**config.mk**
```make
export PLATFORM = sky130hd
export DESIGN_NAME = rcch_top
export DESIGN_NICKNAME = d
export VERILOG_FILES = /design/src/logic/rcch_pkg.sv /design/src/logic/rcch_msg_store.sv /design/src/logic/rcch_top.sv
export SDC_FILE = /design/constraint.sdc
export NUM_CORES = 1
export LEC_CHECK = 0
export BUFFER_PORTS_ARGS = -buffer_cell sky130_fd_sc_hd__clkbuf_2
export CORE_UTILIZATION = 25
export CTS_CLUSTER_DIAMETER = 200
export CTS_CLUSTER_SIZE = 24
export DETAILED_ROUTE_END_ITERATION = 12
export PLACE_DENSITY = 0.38
export SYNTH_ARGS = -nofsm -noshare
export SYNTH_HDL_FRONTEND = slang
export SYNTH_SLANG_ARGS = --single-unit
```
**constraint.sdc**
```tcl
create_clock -name i_clk -period 17.05 [get_ports i_clk]
set_clock_uncertainty 0.2 [all_clocks]
set_input_delay 0.8525 -clock i_clk [delete_from_list [all_inputs] [get_ports i_clk]]
set_output_delay 0.8525 -clock i_clk [all_outputs]
set_load 0.005 [all_outputs]
```
**src/logic/rcch_pkg.sv**
```systemverilog
package rcch_pkg;

    // ------------------------------------------------------------
    // Bus and register map
    // ------------------------------------------------------------
    localparam int ADDR_W = 8;
    localparam int DATA_W = 32;
    localparam logic [7:0] OFS_CMD = 8'h00;
    localparam logic [7:0] OFS_VAR = 8'h04;
    localparam logic [7:0] OFS_STATUS = 8'h08;
    localparam logic [7:0] OFS_ERROR = 8'h0c;
    localparam logic [7:0] OFS_OBUF = 8'h10;
    localparam logic [7:0] OFS_MSG_WR = 8'h14;
    localparam logic [7:0] OFS_MSG_RD = 8'h40;
    localparam logic [7:0] OFS_MSG_RD_END = 8'h7c;

    // ------------------------------------------------------------
    // Reset values and message size
    // ------------------------------------------------------------
    localparam int MSG_LEN = 16;
    localparam logic [31:0] RST_VAR = 32'h0000_0000;
    localparam logic [7:0] RST_SRQ_MASK = 8'h00;
    localparam logic [2:0] RST_FUNC = 3'h1;
    localparam logic [3:0] RST_RANGE = 4'h1;
    localparam logic [1:0] RST_RATE = 2'h0;

    // ------------------------------------------------------------
    // Timing
    // ------------------------------------------------------------
    localparam longint CLK_HZ = 100_000_000;
    localparam longint STORE_MAX_S = 22;
    localparam longint ERASE_MAX_S = 3;
    localparam logic [31:0] STORE_MAX_CYC = 32'(STORE_MAX_S * CLK_HZ);
    localparam logic [31:0] ERASE_MAX_CYC = 32'(ERASE_MAX_S * CLK_HZ);

    // ------------------------------------------------------------
    // Commands, phases, jobs
    // ------------------------------------------------------------
    typedef enum logic [3:0] {
        OP_GET_PROMPT = 4'h0, OP_FUNCTION = 4'h1, OP_RANGE = 4'h2, OP_AUTORANGE = 4'h3,
        OP_STORE = 4'h4, OP_ADC_SEL = 4'h5, OP_HF_SEL = 4'h6, OP_ERASE = 4'h7,
        OP_RATE = 4'h8, OP_VAR_IN = 4'h9, OP_STORE_MSG = 4'ha, OP_MSG_READ = 4'hb,
        OP_SRQ_MASK = 4'hc, OP_ERR_CLEAR = 4'hd, OP_OTHER_GET = 4'he, OP_RSVD = 4'hf
    } rcch_op_t;

    typedef enum logic [2:0] {
        PH_NORMAL = 3'b000, PH_ADC = 3'b001, PH_OG = 3'b010, PH_HF = 3'b011,
        PH_VERIFY = 3'b100
    } rcch_phase_t;

    typedef enum logic [2:0] {
        JOB_STORE = 3'b000, JOB_ERASE_ALL = 3'b001, JOB_SEL_ADC = 3'b010,
        JOB_SEL_OG = 3'b011, JOB_SEL_HF = 3'b100, JOB_RATE = 3'b101
    } rcch_job_t;

    typedef enum logic [1:0] {
        OB_PROMPT = 2'b00, OB_ERROR = 2'b01, OB_MESSAGE = 2'b10, OB_DATA = 2'b11
    } rcch_obuf_t;

    typedef struct packed {
        logic [7:0] arg;
        rcch_op_t op;
    } rcch_cmd_t;

    typedef struct packed {
        logic start;
        rcch_job_t job;
        logic [2:0] func;
        logic [3:0] range;
        logic [1:0] rate;
    } rcch_mp_t;

    // Error register bit positions.
    localparam int ERR_INVALID = 0;
    localparam int ERR_OVERRUN = 1;
    localparam int ERR_TIMEOUT = 2;
    localparam int ERR_W = 3;

    // Status bit positions.
    localparam int ST_STEP_DONE = 0;
    localparam int ST_ERASE_PEND = 1;
    localparam int ST_CAL_MODE = 2;
    localparam int ST_SRQ = 3;
    localparam int ST_PHASE = 4;
    localparam int SRQ_BIT_STEP = 0;

endpackage

```
**src/logic/rcch_msg_store.sv**
```systemverilog
`timescale 1ns/1ps
module rcch_msg_store #(
    parameter int LEN = 16
) (
    input wire logic i_clk,
    input wire logic i_rst_n,
    input wire logic i_stage_we,
    input wire logic [$clog2(LEN)-1:0] i_stage_idx,
    input wire logic [7:0] i_stage_char,
    input wire logic i_commit,
    input wire logic [$clog2(LEN)-1:0] i_rd_idx,
    output logic [7:0] o_rd_char
);
    logic [7:0] stage [LEN];
    logic [7:0] saved [LEN];
    logic [7:0] next_stage [LEN];
    logic [7:0] next_saved [LEN];

    always_comb begin
        next_stage = stage;
        next_saved = saved;
        if (i_stage_we) begin
            next_stage[i_stage_idx] = i_stage_char;
        end
        if (i_commit) begin
            next_saved = stage;
        end
    end

    always_ff @(posedge i_clk or negedge i_rst_n) begin
        if (!i_rst_n) begin
            for (int i = 0; i < LEN; i++) begin
                stage[i] <= 8'h20;
                saved[i] <= 8'h20;
            end
        end else begin
            stage <= next_stage;
            saved <= next_saved;
        end
    end

    assign o_rd_char = saved[i_rd_idx];
endmodule // rcch_msg_store

```
**src/logic/rcch_top.sv**
```systemverilog
`timescale 1ns/1ps
// Functional notes
// RL1 - Get-prompt loads prompt; invalid while verifying.
// RL2 - Function select starts offset/gain for function.
// RL3 - Ranges 1-6,8 start offset/gain calibration.
// RL4 - Store accepts input, measures, saves constants.
// RL5 - Store lasts up to 22 s.
// RL6 - A/D select enters converter calibration.
// RL7 - HF select enters high-frequency AC calibration.
// RL8 - Erase shows clear prompt, not buffered.
// RL9 - Erase then store clears all; no timeout.
// RL10 - Other command after erase aborts it.
// RL11 - Rate valid only while verifying, else error.
// RL12 - Variable input errors in A/D or verify.
// RL13 - Store and read back 16-char message.
// RL14 - Autorange and similar load an error message.
// RL15 - Sample-complete inactive during calibration.
// RL16 - Sample-complete normal while verifying.
// RL17 - Mask write, readbacks, error clear accepted.
// RL18 - Step-done clears on dispatch, sets on finish.
// RL19 - Masked service request on step completion.
// RL20 - Full erase lasts up to 3 s.
// RL21 - One command at a time, phase checked.
module rcch_top
    import rcch_pkg::*;
#(
    parameter logic [31:0] STORE_MAX = rcch_pkg::STORE_MAX_CYC,
    parameter logic [31:0] ERASE_MAX = rcch_pkg::ERASE_MAX_CYC
) (
    input wire logic i_clk,
    input wire logic i_nrst,
    input wire logic [rcch_pkg::ADDR_W-1:0] i_addr,
    input wire logic [rcch_pkg::DATA_W-1:0] i_wdata,
    input wire logic i_we,
    input wire logic i_re,
    output logic [rcch_pkg::DATA_W-1:0] o_rdata,
    input wire logic i_cal_enable,
    output rcch_pkg::rcch_mp_t o_mp,
    input wire logic i_mp_done,
    input wire logic i_mp_proc_done,
    input wire logic i_sample_done,
    output logic o_sample_complete,
    output logic o_disp_clear_prompt,
    output logic o_srq
);
    import rcch_pkg::*;

    // ------------------------------------------------------------
    // Reset release and switch synchroniser
    // ------------------------------------------------------------
    logic [1:0] rst_sync;
    logic rst_n;
    logic [2:0] cal_sync;
    logic cal_mode;

    always_ff @(posedge i_clk or negedge i_nrst) begin
        if (!i_nrst) begin
            rst_sync <= 2'b00;
        end else begin
            rst_sync <= {rst_sync[0], 1'b1};
        end
    end
    assign rst_n = rst_sync[1];

    always_ff @(posedge i_clk or negedge rst_n) begin
        if (!rst_n) begin
            cal_sync <= 3'b000;
            cal_mode <= 1'b0;
        end else begin
            cal_sync <= {cal_sync[1:0], i_cal_enable};
            if (cal_sync[2] == cal_sync[1]) begin
                cal_mode <= cal_sync[2];
            end
        end
    end

    // ------------------------------------------------------------
    // Bus decode
    // ------------------------------------------------------------
    function automatic logic is_msg_addr(input logic [ADDR_W-1:0] a);
        return (a >= OFS_MSG_RD) && (a <= OFS_MSG_RD_END) && (a[1:0] == 2'b00);
    endfunction

    rcch_cmd_t cmd;
    logic cmd_wr;
    assign cmd = rcch_cmd_t'(i_wdata[11:0]);
    assign cmd_wr = i_we && (i_addr == OFS_CMD);

    // ------------------------------------------------------------
    // Command state
    // ------------------------------------------------------------
    rcch_phase_t phase, next_phase;
    logic [2:0] func, next_func;
    logic [3:0] range, next_range;
    logic [1:0] rate, next_rate;
    logic [31:0] var_in, next_var_in;
    logic [7:0] srq_mask, next_srq_mask;
    logic [ERR_W-1:0] err, next_err;
    logic step_done, next_step_done;
    logic erase_pend, next_erase_pend;
    logic srq, next_srq;
    logic ob_valid, next_ob_valid;
    rcch_obuf_t ob_kind, next_ob_kind;
    logic [15:0] ob_data, next_ob_data;
    rcch_mp_t mp, next_mp;
    logic [31:0] wdog, next_wdog;
    logic msg_commit;
    logic [DATA_W-1:0] rdata, next_rdata;
    logic [7:0] msg_char;

    always_comb begin
        next_phase = phase;
        next_func = func;
        next_range = range;
        next_rate = rate;
        next_var_in = var_in;
        next_srq_mask = srq_mask;
        next_err = err;
        next_step_done = step_done;
        next_erase_pend = erase_pend;
        next_srq = srq;
        next_ob_valid = ob_valid;
        next_ob_kind = ob_kind;
        next_ob_data = ob_data;
        next_mp = mp;
        next_mp.start = 1'b0;
        next_wdog = wdog;
        msg_commit = 1'b0;

        // Reading the output buffer or status empties it or drops the request.
        if (i_re && (i_addr == OFS_OBUF)) begin
            next_ob_valid = 1'b0;
        end
        if (i_re && (i_addr == OFS_STATUS)) begin
            next_srq = 1'b0;
        end
        if (i_we && (i_addr == OFS_VAR)) begin
            next_var_in = i_wdata;
        end
        if (!cal_mode) begin
            next_phase = PH_NORMAL;
            next_erase_pend = 1'b0;
        // RL15 calibration opens at A/D
        end else if (phase == PH_NORMAL) begin
            next_phase = PH_ADC;
        end

        // Completion of the job handed to the measurement processor.
        if (!step_done) begin
            next_wdog = wdog + 32'h1;
            // RL18 RL19 step completion
            if (i_mp_done) begin
                next_step_done = 1'b1;
                next_wdog = 32'h0;
                if (srq_mask[SRQ_BIT_STEP]) begin
                    next_srq = 1'b1;
                end
                // RL9 erase reenters A/D
                if (mp.job == JOB_ERASE_ALL) begin
                    next_phase = PH_ADC;
                end else if (mp.job == JOB_STORE && i_mp_proc_done) begin
                    next_phase = PH_VERIFY;
                end
            // RL5 RL20 job time limits
            end else if ((mp.job == JOB_ERASE_ALL && wdog >= ERASE_MAX) ||
                         (mp.job != JOB_ERASE_ALL && wdog >= STORE_MAX)) begin
                next_step_done = 1'b1;
                next_wdog = 32'h0;
                next_err[ERR_TIMEOUT] = 1'b1;
            end
        end

        // RL21 one command at a time
        if (cmd_wr && !step_done) begin
            next_err[ERR_OVERRUN] = 1'b1;
        end else if (cmd_wr && erase_pend && cmd.op != OP_STORE) begin
            // RL10 abort pending erase
            next_erase_pend = 1'b0;
        end else if (cmd_wr) begin
            unique case (cmd.op)
                OP_GET_PROMPT: begin
                    // RL1 prompt or error
                    if (phase == PH_VERIFY || phase == PH_NORMAL) begin
                        next_err[ERR_INVALID] = 1'b1;
                    end else begin
                        next_ob_valid = 1'b1;
                        next_ob_kind = OB_PROMPT;
                        next_ob_data = {4'h0, phase, func, range, rate};
                    end
                end
                OP_FUNCTION: begin
                    // RL2 function selects procedure
                    if (phase == PH_NORMAL || cmd.arg < 8'h1 || cmd.arg > 8'h6) begin
                        next_err[ERR_INVALID] = 1'b1;
                    end else begin
                        next_func = cmd.arg[2:0];
                        next_range = RST_RANGE;
                        next_phase = PH_OG;
                        next_mp.job = JOB_SEL_OG;
                        next_mp.start = 1'b1;
                        next_step_done = 1'b0;
                    end
                end
                OP_RANGE: begin
                    // RL3 range selects procedure
                    if (phase == PH_NORMAL || cmd.arg < 8'h1 || cmd.arg == 8'h7 ||
                        cmd.arg > 8'h8) begin
                        next_err[ERR_INVALID] = 1'b1;
                    end else begin
                        next_range = cmd.arg[3:0];
                        next_phase = PH_OG;
                        next_mp.job = JOB_SEL_OG;
                        next_mp.start = 1'b1;
                        next_step_done = 1'b0;
                    end
                end
                OP_STORE: begin
                    // RL9 full erase on store
                    if (erase_pend) begin
                        next_erase_pend = 1'b0;
                        next_mp.job = JOB_ERASE_ALL;
                        next_mp.start = 1'b1;
                        next_step_done = 1'b0;
                    // RL4 store accepts input
                    end else if (phase == PH_NORMAL || phase == PH_VERIFY) begin
                        next_err[ERR_INVALID] = 1'b1;
                    end else begin
                        next_mp.job = JOB_STORE;
                        next_mp.start = 1'b1;
                        next_step_done = 1'b0;
                    end
                end
                OP_ADC_SEL, OP_HF_SEL: begin
                    // RL6 RL7 procedure select
                    if (phase == PH_NORMAL) begin
                        next_err[ERR_INVALID] = 1'b1;
                    end else begin
                        next_phase = (cmd.op == OP_ADC_SEL) ? PH_ADC : PH_HF;
                        next_mp.job = (cmd.op == OP_ADC_SEL) ? JOB_SEL_ADC : JOB_SEL_HF;
                        next_mp.start = 1'b1;
                        next_step_done = 1'b0;
                    end
                end
                OP_ERASE: begin
                    // RL8 clear prompt pending
                    if (phase == PH_NORMAL) begin
                        next_err[ERR_INVALID] = 1'b1;
                    end else begin
                        next_erase_pend = 1'b1;
                    end
                end
                OP_RATE: begin
                    // RL11 rate only verifying
                    if (phase != PH_VERIFY || cmd.arg > 8'h2) begin
                        next_err[ERR_INVALID] = 1'b1;
                    end else begin
                        next_rate = cmd.arg[1:0];
                        next_mp.job = JOB_RATE;
                        next_mp.start = 1'b1;
                        next_step_done = 1'b0;
                    end
                end
                OP_VAR_IN: begin
                    // RL12 variable input check
                    if (phase == PH_ADC || phase == PH_VERIFY || phase == PH_NORMAL) begin
                        next_err[ERR_INVALID] = 1'b1;
                    end else begin
                        next_ob_data = var_in[15:0];
                    end
                end
                OP_STORE_MSG: begin
                    // RL13 commit message
                    msg_commit = 1'b1;
                end
                OP_MSG_READ: begin
                    // RL13 message readback
                    next_ob_valid = 1'b1;
                    next_ob_kind = OB_MESSAGE;
                    next_ob_data = 16'(MSG_LEN);
                end
                OP_AUTORANGE, OP_RSVD: begin
                    // RL14 error into buffer
                    next_err[ERR_INVALID] = 1'b1;
                    next_ob_valid = 1'b1;
                    next_ob_kind = OB_ERROR;
                    next_ob_data = {12'h0, 4'(cmd.op)};
                end
                OP_SRQ_MASK: begin
                    // RL17 mask write accepted
                    next_srq_mask = cmd.arg;
                end
                OP_ERR_CLEAR: begin
                    // RL17 error clear accepted
                    next_err = '0;
                end
                OP_OTHER_GET: begin
                    // RL17 readback accepted
                    next_ob_valid = 1'b1;
                    next_ob_kind = OB_DATA;
                    next_ob_data = {5'h0, func, range, rate, 2'b00};
                end
            endcase
        end
    end

    // ------------------------------------------------------------
    // Read data
    // ------------------------------------------------------------
    always_comb begin
        next_rdata = '0;
        if (i_re) begin
            if (i_addr == OFS_VAR) begin
                next_rdata = var_in;
            end else if (i_addr == OFS_STATUS) begin
                next_rdata = {25'h0, phase, srq, cal_mode, erase_pend, step_done};
            end else if (i_addr == OFS_ERROR) begin
                next_rdata = {29'h0, err};
            end else if (i_addr == OFS_OBUF) begin
                next_rdata = {13'h0, ob_valid, ob_kind, ob_data};
            end else if (is_msg_addr(i_addr)) begin
                next_rdata = {24'h0, msg_char};
            end
        end
    end

    always_ff @(posedge i_clk or negedge rst_n) begin
        if (!rst_n) begin
            phase <= PH_NORMAL;
            func <= RST_FUNC;
            range <= RST_RANGE;
            rate <= RST_RATE;
            var_in <= RST_VAR;
            srq_mask <= RST_SRQ_MASK;
            err <= '0;
            step_done <= 1'b1;
            erase_pend <= 1'b0;
            srq <= 1'b0;
            ob_valid <= 1'b0;
            ob_kind <= OB_PROMPT;
            ob_data <= 16'h0;
            mp <= '0;
            wdog <= 32'h0;
            rdata <= '0;
        end else begin
            phase <= next_phase;
            func <= next_func;
            range <= next_range;
            rate <= next_rate;
            var_in <= next_var_in;
            srq_mask <= next_srq_mask;
            err <= next_err;
            step_done <= next_step_done;
            erase_pend <= next_erase_pend;
            srq <= next_srq;
            ob_valid <= next_ob_valid;
            ob_kind <= next_ob_kind;
            ob_data <= next_ob_data;
            mp <= '{start: next_mp.start, job: next_mp.job, func: next_func,
                    range: next_range, rate: next_rate};
            wdog <= next_wdog;
            rdata <= next_rdata;
        end
    end

    // ------------------------------------------------------------
    // Message memory
    // ------------------------------------------------------------
    rcch_msg_store #(
        .LEN(MSG_LEN)
    ) u_msg (
        .i_clk(i_clk),
        .i_rst_n(rst_n),
        .i_stage_we(i_we && (i_addr == OFS_MSG_WR)),
        .i_stage_idx(i_wdata[11:8]),
        .i_stage_char(i_wdata[7:0]),
        .i_commit(msg_commit),
        .i_rd_idx(i_addr[5:2]),
        .o_rd_char(msg_char)
    );

    // ------------------------------------------------------------
    // Outputs
    // ------------------------------------------------------------
    assign o_rdata = rdata;
    assign o_mp = mp;
    assign o_srq = srq;
    assign o_disp_clear_prompt = erase_pend;
    // RL15 RL16 sample-complete gating
    assign o_sample_complete = i_sample_done && (phase == PH_NORMAL || phase == PH_VERIFY);
endmodule // rcch_top

```
==> flow_summary.ini, run 1 <==
[yosys]
synthAdderAreaFrac_pct = 0.1954
syn_avg_cell_area_um2 = 13.35
synth_async_sr_flop_share_pct = 100.0
yosysWarnings = 0
synth_compound_area_share_pct = 7.573
synth_area_leaders = dfrtp_1 (51%), mux2_2 (11%), mux2_1 (6.3%), dfstp_2 (5.1%), mux4_2 (5.0%)
synthMuxAreaShare_pct = 23.79
synth_common_cells = dfrtp_1 (367), mux2_2 (180), mux2_1 (101)
synth_cell_type_count = 77
yosys.area_share.simple_pct = 8.620
yosysTopAreaCellShare_pct = 51.23
syn_nets = 1393
synth_top_family_by_area = multiplexers
syn_area_um2 = 17930
yosysTopAreaCell = dfrtp_1
ys_seq_area_share_pct = 56.36
ys_ff_latch = 402
synth_edf_count = 0
synth_cells = 1343
yosys.area_share.xor_xnor_pct = 0
yosysMostFrequentCell = dfrtp_1
synthFlopType = dfrtp_1

[timing]
tightest_slew_ns = 1.142
relSlewSlack_pct = 23.76
slew_violations = 0
fin_tns_setup_ns = 0
fmax_ghz = 0.2501
fin_crit_ns = 3.998
finalSetupViolations = 0
rsz0062_at_grt = false
post-route-period-util_pct = 23.45
finalHoldViolCount = 0

[power]
p_leak_nw = 9.128
p_seq_share_pct = 60.6
ir_worst_vdd_uv = 67.51
p_int_mw = 1.210
combPwrFrac_pct = 5.0
p_switching_mw = 0.3945
p_per_area_nw_per_um2 = 81.24
p_clk_share_pct = 34.4
sw_frac_of_total_pct = 24.59
totalPowerFinal_mw = 1.605

[finish]
drive_gt1_share_pct = 30.68
final_area_um2 = 19750
area_growth_pct = 10.19
nNetsFinal = 1429
fin_cells = 2333

[drt]
route.detailed.drc = 0
first_iter_violations = 661
drtAntennaViolNets = 0
num_vias = 11060
drtPass1Iterations = 9
wire_per_inst_um = 21.09
vias_per_cell = 4.741
finalWirelength_um = 49210

[outcome]
status = complete, no violations

[grt]
grt_pass1_vias = 11426
grt_overflow = 0
grt_antenna_before_repair = 1
grt_max_degree = 179
track_usage_pct = 13.58
grt_pass1_wl_um = 75790

[place]
placed_area_um2 = 19170
routabilityCongestion = 0.8040
hpwlAfterDp_um = 31170
port_buffers = 95
dp_cells = 2296

[clock_network]
clock_latency_ns = 0.57
cts_buffers = 20
tritoncts = yes
cts_max_level = 1
clk_root_buffer_cell = clkbuf_16
clockBufferDepth = 3
cts_resized = 0
clk_pin_slew_ns = 0.10
clock-sinks = 402

[die]
rows = 97
die_y_um = 269.8
ios = 96
core_um2 = 70510
die_w_um = 269.8
initial_core_util_pct = 25.42
floorplan.die_area_um2 = 72780

[critical_path]
critPathSlowestCell = dfstp_2
arrival_ns = 4.24
slowest_delay_ns = 0.98
cp_max_fo = 49
required_ns = 17.29
crit_path_start_kind = register
critical_path_class = reg -> reg
cp_cell_sequence = nor4bb_1 -> nand3_2 -> nor2_4 -> nand3_4 -> buf_4 -> mux2_1
cp-end-kind = register
cp_num_buf_inv = 1
critPathTopFamily = simple AND/OR/NAND/NOR gates

[run]
cap_violations = 0

[hold_path]
min_path_type = reg -> reg
[through the flow]
| stage | hold WS [ns] | util, % | worst slack (ns) |
|---|---|---|---|
| final | 0.1591 | 28.01 | 13.05 |
| after floorplan | 0.1312 | - | 4.877 |
| after detailed placement | 0.1378 | 27.18 | 12.55 |
| after global placement | 0.1372 | 27.18 | 12.61 |
| after CTS | 0.1625 | 28.01 | 12.97 |
| after global routing | 0.1758 | 28.01 | 12.76 |
[sequential cells by signal, summed over array words and instances (netlist names)]
register	flops
u_msg.saved	128
u_msg.stage	128
o_rdata	32
var_in	32
wdog	32
ob_data	16
o_mp	12
cal_sync	3
err	3
phase	3
func	2
ob_kind	2
rst_sync	2
cal_mode	1
o_disp_clear_prompt	1
o_srq	1
ob_valid	1
range	1
srq_mask	1
step_done	1
[layout by cell type (no fill, tap or decap), types with 35 or more instances in the layout]
| cell | instances |
|---|---|
| dfrtp_1 | 366 |
| mux2_2 | 180 |
| mux2_1 | 101 |
| clkbuf_2 | 94 |
| nand2_1 | 79 |
| a21oi_1 | 49 |
| nor2_1 | 48 |
| o21ai_0 | 41 |
| mux4_2 | 40 |
| dfstp_2 | 35 |
[worst register-to-register path: cells and delay by family, from the launching register on]
kind	cells	cell delay [ns]
multiplexers	1	0.43
AND/OR/NAND/NOR	4	1.64
buffers and inverters	1	0.64
flip-flops	1	0.98
[cells by family after synthesis]
group                    after synthesis
AO/OA/AOI/OAI                        204
adder cells (fa/ha/maj)                3
buffers and inverters                111
flip-flops                           402
multiplexers                         336
other                                  1
AND/OR/NAND/NOR                      286
[final timing paths]
check	start	endpoint	slack, ns	cells after the start
min in group asynchronous	rst_sync[1]	o_rdata[4]	0.24	0
max reg2reg	step_done	u_msg.saved[76]	13.05	6
max	step_done	u_msg.saved[76]	13.05	6
min reg2reg	rst_sync[0]	rst_sync[1]	0.16	0
min	rst_sync[0]	rst_sync[1]	0.16	0
max in group asynchronous	rst_sync[1]	u_msg.stage[88]	14.88	1
[layer usage]
metal | track usage (%) | wire [um] | vias up
met4 | 3.394 | 937 | 0
li1 | - | - | 4966
met5 | 0 | 0 | -
met1 | 19.38 | 23580 | 5827
met3 | 1.680 | 1710 | 41
met2 | 21.71 | 22980 | 226
[power groups by stage]
| stage | Sequential (mW) | Clock, mW | Combinational [mW] |
|---|---|---|---|
| after detailed placement | 0.991 | 0 | 0.0826 |
| after floorplan | 0.998 | 0 | 0.0404 |
| after CTS | 0.973 | 0.584 | 0.0830 |
| after global placement | 0.991 | 0 | 0.0829 |
| final | 0.973 | 0.552 | 0.0806 |
| after global routing | 0.975 | 0.614 | 0.0905 |
[layout make-up]
cell class	instances	area [um^2]
multi-input cells	830	7239
flip-flops and latches	402	10110
inverters	20	75.07
repair buffers	105	578.1
well taps	940	1176
diodes	1	2.502
clock inverters	2	25.02
clock buffers	33	549.3
fillers	7295	50760
[repair_timing]
| action | in CTS | in global routing |
|---|---|---|
| endpoints found under the setup margin | 0 | 0 |
| buffers inserted | 0 | 0 |
| hold buffers | 1 | 0 |
| hold endpoints to repair | 2 | 0 |
Power figures use the tool's default switching activity.
==> inputs of run 2 (changes only) <==
--- a/config.mk
+++ b/config.mk
@@ -5,12 +5,13 @@
 export SDC_FILE = /design/constraint.sdc
 export NUM_CORES = 1
 export LEC_CHECK = 0
+export ABC_AREA = 1
 export BUFFER_PORTS_ARGS = -buffer_cell sky130_fd_sc_hd__clkbuf_2
 export CORE_UTILIZATION = 25
 export CTS_CLUSTER_DIAMETER = 200
 export CTS_CLUSTER_SIZE = 24
 export DETAILED_ROUTE_END_ITERATION = 12
-export PLACE_DENSITY = 0.38
+export PLACE_DENSITY = 0.4
 export SYNTH_ARGS = -nofsm -noshare
 export SYNTH_HDL_FRONTEND = slang
 export SYNTH_SLANG_ARGS = --single-unit
==> constraint.sdc (replaced) <==
create_clock -name i_clk -period 3.3 [get_ports i_clk]
set_clock_uncertainty 0.2 [all_clocks]
set_input_delay 0.165 -clock i_clk [delete_from_list [all_inputs] [get_ports i_clk]]
set_output_delay 0.165 -clock i_clk [all_outputs]
set_load 0.005 [all_outputs]
==> run 2 against run 1 <==
Against the previous run: setup slack worse by 13 ns; area after synthesis is 2.4% higher; die area up 2.4%; register-to-register slack lost 12 ns; core utilization increased by 1.0 points; sequential power rose to 5.2 times the previous value; non-clock buffer count up 88; first-iteration DRC count up 43%; critical path type is now in -> reg; critical endpoint is now u_msg.stage[24].
==> flow_summary.ini, run 2 <==
[outcome]
status = complete, no violations

[finish]
fin_cells = 3355
biggestRegsByFlops = u_msg.saved (128), u_msg.stage (128)
final_common_cell = nand2_1
drive_gt1_share_pct = 10.11
area_growth_pct = 15.12
multiInputGateArea_um2 = 6724
nNetsFinal = 2430
final_cell_mix = nand2_1 (605), dfrtp_1 (366), o21ai_0 (326)
n_fill_cell = 7993
register_area_um2 = 10110

[timing]
rsz0062_at_grt = false
tightest_slew_ns = 0.7193
finalHoldViolCount = 0
fin_crit_ns = 2.855
whs_ns = 0.01463
fmax_ghz = 0.3503
post-route-period-util_pct = 86.51
slew_violations = 0
finalSetupViolations = 0
relSlewSlack_pct = 51.87

[clock_network]
cts_resized = 0
cts_max_level = 1
tritoncts = yes
cts_buffers = 20
clock_latency_ns = 0.58
clockBufferDepth = 3
clk_pin_slew_ns = 0.11
clk_root_buffer_cell = clkbuf_16
clock-sinks = 402
post_cts_buffers = 0

[drt]
drtAntennaViolNets = 0
wire_per_inst_um = 17.38
first_iter_violations = 942
finalWirelength_um = 58300
num_vias = 14807
drtPass1Iterations = 5
route.detailed.drc = 0
vias_per_cell = 4.413

[die]
rows = 99
floorplan.die_area_um2 = 74530
die_y_um = 273
core_um2 = 72830
initial_core_util_pct = 25.21
ios = 96
die_w_um = 273

[place]
port_buffers = 95
routabilityCongestion = 0.8446
dp_cells = 3274
hpwlAfterDp_um = 40480

[yosys]
syn_area_um2 = 18360
syn_avg_cell_area_um2 = 8.077
yosysMostFrequentCell = nand2_1
synth_common_cells = nand2_1 (606), dfrtp_1 (367), o21ai_0 (326)
synthFlopType = dfrtp_1
yosysWarnings = 0
ys_ff_latch = 402
ys_seq_area_share_pct = 55.03
synth_cell_type_count = 43
yosysTopAreaCellShare_pct = 50.02
syn_nets = 2323
yosysTopAreaCell = dfrtp_1
synth_async_sr_flop_share_pct = 100.0
synth_cells = 2273
synth_area_leaders = dfrtp_1 (50%), nand2_1 (12%), o21ai_0 (8.9%), inv_1 (5.7%), dfstp_2 (5.0%)
synth_edf_count = 0

[power]
p_per_area_nw_per_um2 = 417.1
p_leak_nw = 9.983
ir_worst_vdd_uv = 370.5

[hold_path]
min_path_type = in -> reg

[grt]
grt_pass1_vias = 14825
grt_overflow = 0
grt_max_degree = 94
grt_antenna_before_repair = 5
track_usage_pct = 15.79
grt_pass1_wl_um = 90900

[run]
cap_violations = 0

[critical_path]
crit_path_start_kind = input pin
required_ns = 3.54
cp-end-kind = register
cp_max_fo = 16
critical_path_class = in -> reg
arrival_ns = 3.10
reg2reg_setup_slack_ns = 0.75
run 2: cell count changes in the layout (fill, tap and decap cells not counted), moves of 38 or more:
cell	previous run	this run
dlygate4sd3_1	1	43
inv_1	20	281
nand2_1	79	605
nor2_1	48	236
mux2_1	101	0
mux4_2	40	0
mux2_2	180	3
o21ai_0	41	326
buf_4	7	45
nand3_1	32	86
run 2: area by class of cell:
type | count | share of cell area (%)
clock buffers | 34 | 2.617
multi-input cells | 1476 | 31.81
repair buffers | 193 | 6.832
inverters | 287 | 5.097
diodes | 2 | 0.02368
flip-flops and latches | 402 | 47.82
clock inverters | 2 | 0.1184
well taps | 959 | 5.677
run 2: logic make-up (layout without fill, tap and decap cells):
kind of cell	count (synthesis)	after routing	share of synthesized area, %
mux	3	3	0.1840
fa+ha+maj	3	3	0.1908
flops	402	402	55.03
buf+inv	395	516	8.457
compound gates	434	434	12.27
xor+xnor	29	29	1.383
simple gates	1006	1006	22.47
other cells	1	3	0.02042
run 2: worst paths after layout:
| path | from | cells after the start | endpoint |
|---|---|---|---|
| max reg2reg | phase[0] | 8 | phase[2] |
| min | i_wdata[7] | 3 | u_msg.stage[31] |
| min reg2reg | rst_sync[1] | 0 | wdog[1] |
| max in group asynchronous | rst_sync[1] | 1 | func[0] |
| max | i_addr[7] | 10 | u_msg.stage[24] |
| min in group asynchronous | rst_sync[1] | 0 | wdog[1] |
run 2: worst max-delay path: stages:
cell,delay (ns)
dlygate4sd3_1,0.53
clkbuf_2,0.11
nor2_1,0.28
nand2_1,0.18
nor3b_4,0.45
buf_4,0.30
nand4_4,0.09
dlygate4sd3_1,0.79
nand2_1,0.12
o21ai_0,0.08
run 2: report_power, final:
part	total (mW)	switching (mW)	internal, mW
logic	0.900	0.618	0.282
clock network	2.89	1.72	1.17
registers	5.03	0.0519	4.97
run 2: layer usage:
metal | wire (um) | part of all wire (%) | GRT usage, % | vias up
met5 | 46 | 0.079 | 0 | -
met3 | 2783 | 4.8 | 2.408 | 57
met1 | 28340 | 49 | 22.43 | 7072
li1 | - | - | - | 7370
met2 | 26160 | 45 | 25.55 | 300
met4 | 963 | 1.7 | 2.720 | 8
run 2: what timing repair did:
action	in CTS	in global routing
endpoints found under the hold margin	80	0
hold buffers	43	0
endpoints found under the setup margin	0	0
run 2: through the flow:
stage	utilization, %	setup WS (ns)	instance area, um^2	setup TNS (ns)	total power, mW
floorplan	-	-0.8296	18360	-302.81	5.631
global placement	27.63	0.5613	20120	0	5.997
detailed placement	27.63	0.5821	20120	0	5.995
CTS	29.01	0.4155	21130	0	8.995
global route	29.01	0.2446	21130	0	9.255
finish	29.02	0.4452	21140	0	8.815
==> inputs of run 3 (changes only) <==
--- a/config.mk
+++ b/config.mk
@@ -7,11 +7,11 @@
 export LEC_CHECK = 0
 export ABC_AREA = 1
 export BUFFER_PORTS_ARGS = -buffer_cell sky130_fd_sc_hd__clkbuf_2
-export CORE_UTILIZATION = 25
+export CORE_UTILIZATION = 55
 export CTS_CLUSTER_DIAMETER = 200
 export CTS_CLUSTER_SIZE = 24
 export DETAILED_ROUTE_END_ITERATION = 12
-export PLACE_DENSITY = 0.4
+export PLACE_DENSITY = 0.75
 export SYNTH_ARGS = -nofsm -noshare
 export SYNTH_HDL_FRONTEND = slang
 export SYNTH_SLANG_ARGS = --single-unit
==> run 3 against run 2 <==
Against the previous run: sequential share of layout area rose by 1.8 points; combinational power decreased by 5.6%; via count grew 2.9%; register-to-register slack better by 0.08 ns; final area is 3.7% lower; fmax shrank 5.4%; routed wire length shrank 16%; first-iteration DRC count up 41%; largest cell class unchanged.
==> flow_summary.ini, run 3 (synthesized netlist as in run 2, its figures left out) <==
[outcome]
status = complete, no violations

[timing]
finalSetupViolations = 0
fin_tns_setup_ns = 0
fmax_ghz = 0.3312
rsz0062_at_grt = false
relSlewSlack_pct = 43.49
fin_crit_ns = 3.019
finalHoldViolCount = 0
tightest_slew_ns = 0.8447
slew_violations = 0
post-route-period-util_pct = 91.49

[finish]
n_fill_cell = 2922
diodes = 0
final_common_cell = nand2_1
drive_gt1_share_pct = 9.820
final_area_um2 = 20360
biggestRegsByFlops = u_msg.saved (128), u_msg.stage (128)
final_cell_mix = nand2_1 (605), dfrtp_1 (366), o21ai_0 (326)
nNetsFinal = 2419
area_growth_pct = 10.87

[critical_path]
cp_max_fo = 16
critical_path_class = in -> reg
required_ns = 3.57
ff2ff_path_depth = 7
arrival_ns = 3.29
crit_path_start_kind = input pin
cp-end-kind = register

[place]
routabilityCongestion = 0.9420
port_buffers = 95
placed_area_um2 = 19380
hpwlAfterDp_um = 33230

[grt]
track_usage_pct = 29.37
grt_antenna_before_repair = 0
grt_pass1_wl_um = 78240
grt_overflow = 0
grt_max_degree = 114
grt_pass1_vias = 14707

[power]
p_clk_share_pct = 31.8
p_int_mw = 6.416
p_seq_share_pct = 58.3
ir_worst_vdd_uv = 442.7
p_leak_nw = 9.910
p_per_area_nw_per_um2 = 423.5
combPwrFrac_pct = 9.9
p_switching_mw = 2.205
sw_frac_of_total_pct = 25.58

[drt]
finalWirelength_um = 48720
route.detailed.drc = 0
wire_per_inst_um = 17.24
drtAntennaViolNets = 0
num_vias = 15234
drtPass1Iterations = 7
vias_per_cell = 5.393
first_iter_violations = 1330

[clock_network]
clk_pin_slew_ns = 0.10
clock_latency_ns = 0.55
post_cts_buffers = 0
cts_buffers = 20
clock-sinks = 402
clockBufferDepth = 3
cts_max_level = 1
tritoncts = yes
clk_root_buffer_cell = clkbuf_16

[die]
die_w_um = 184.7
ios = 96
core_um2 = 32700
initial_core_util_pct = 56.14
die_y_um = 184.7
floorplan.die_area_um2 = 34120
rows = 66

[run]
cap_violations = 0

[hold_path]
min_path_type = in -> reg
whs_path_depth = 3
==> run 3: changes by cell type in the layout (fill, tap and decap cells not counted) <==
cell	change
buf_12	-3
buf_4	-5
diode_2	-2
dlygate4sd3_1	-3
==> run 3: routing by layer <==
metal	GRT usage, %	part of all wire (%)	up-vias
met4	9.190	3.0	0
met1	40.79	44	7316
li1	-	-	7332
met5	0	0	-
met2	48.35	47	500
met3	3.438	6.3	86
==> run 3: worst paths after layout <==
| check | startpoint | endpoint | slack [ns] |
|---|---|---|---|
| worst max register to register | o_disp_clear_prompt | u_msg.saved[11] | 0.83 |
| max in group asynchronous | rst_sync[1] | u_msg.saved[13] | 1.79 |
| min in group asynchronous | rst_sync[1] | u_msg.saved[126] | 0.18 |
| worst min register to register | rst_sync[0] | rst_sync[1] | 0.16 |
| worst min-delay path | i_wdata[6] | u_msg.stage[78] | 0.02 |
| worst max-delay path | i_addr[4] | u_msg.stage[24] | 0.28 |
==> run 3: power groups by stage <==
stage	registers, mW	logic [mW]	clock network (mW)
floorplan	5.16	0.467	0
global placement	5.12	0.799	0
detailed placement	5.12	0.804	0
CTS	5.03	0.845	2.79
global route	5.04	0.948	2.95
finish	5.03	0.850	2.74
==> run 3: stage by stage <==
stage | power, mW | hold WS [ns] | utilization [%] | setup slack, ns | std cells
5_1_grt | 8.939 | 0.02483 | 62.25 | 0.08004 | 2825
3_5_place_dp | 5.927 | -0.2467 | 59.26 | 0.4480 | 2749
3_3_place_gp | 5.919 | -0.2489 | 59.26 | 0.4434 | 2749
6_report | 8.621 | 0.02030 | 62.25 | 0.2808 | 2825
2_1_floorplan | 5.631 | -0.3306 | - | -0.8296 | 2273
4_1_cts | 8.661 | 0.006866 | 62.25 | 0.3515 | 2825
==> run 3: area by class of cell <==
class                           count  area [um^2]  share of cell area (%)
Clock buffer                       34        553.0                   2.717
Clock inverter                      2        25.02                  0.1229
Inverter                          287         1077                   5.292
Multi-Input combinational cell   1476         6724                   33.03
Sequential cell                   402        10110                   49.65
Tap cell                          442        553.0                   2.717
Timing Repair Buffer              182         1316                   6.466
==> run 3: what timing repair did <==
item                                   4_1_cts  5_1_grt
hold buffers                                40        0
gates resized for setup                      0        0
endpoints found under the hold margin       74        0
==> run 3: critical path, stage by stage <==
cell           delay, ns
dlygate4sd3_1       0.55
clkbuf_2            0.15
buf_4               0.18
inv_2               0.12
nor2_4              0.24
nand2_1             0.17
nor3b_4             0.21
buf_4               0.28
nand4_4             0.18
dlygate4sd3_1       0.79
o21ai_0             0.24
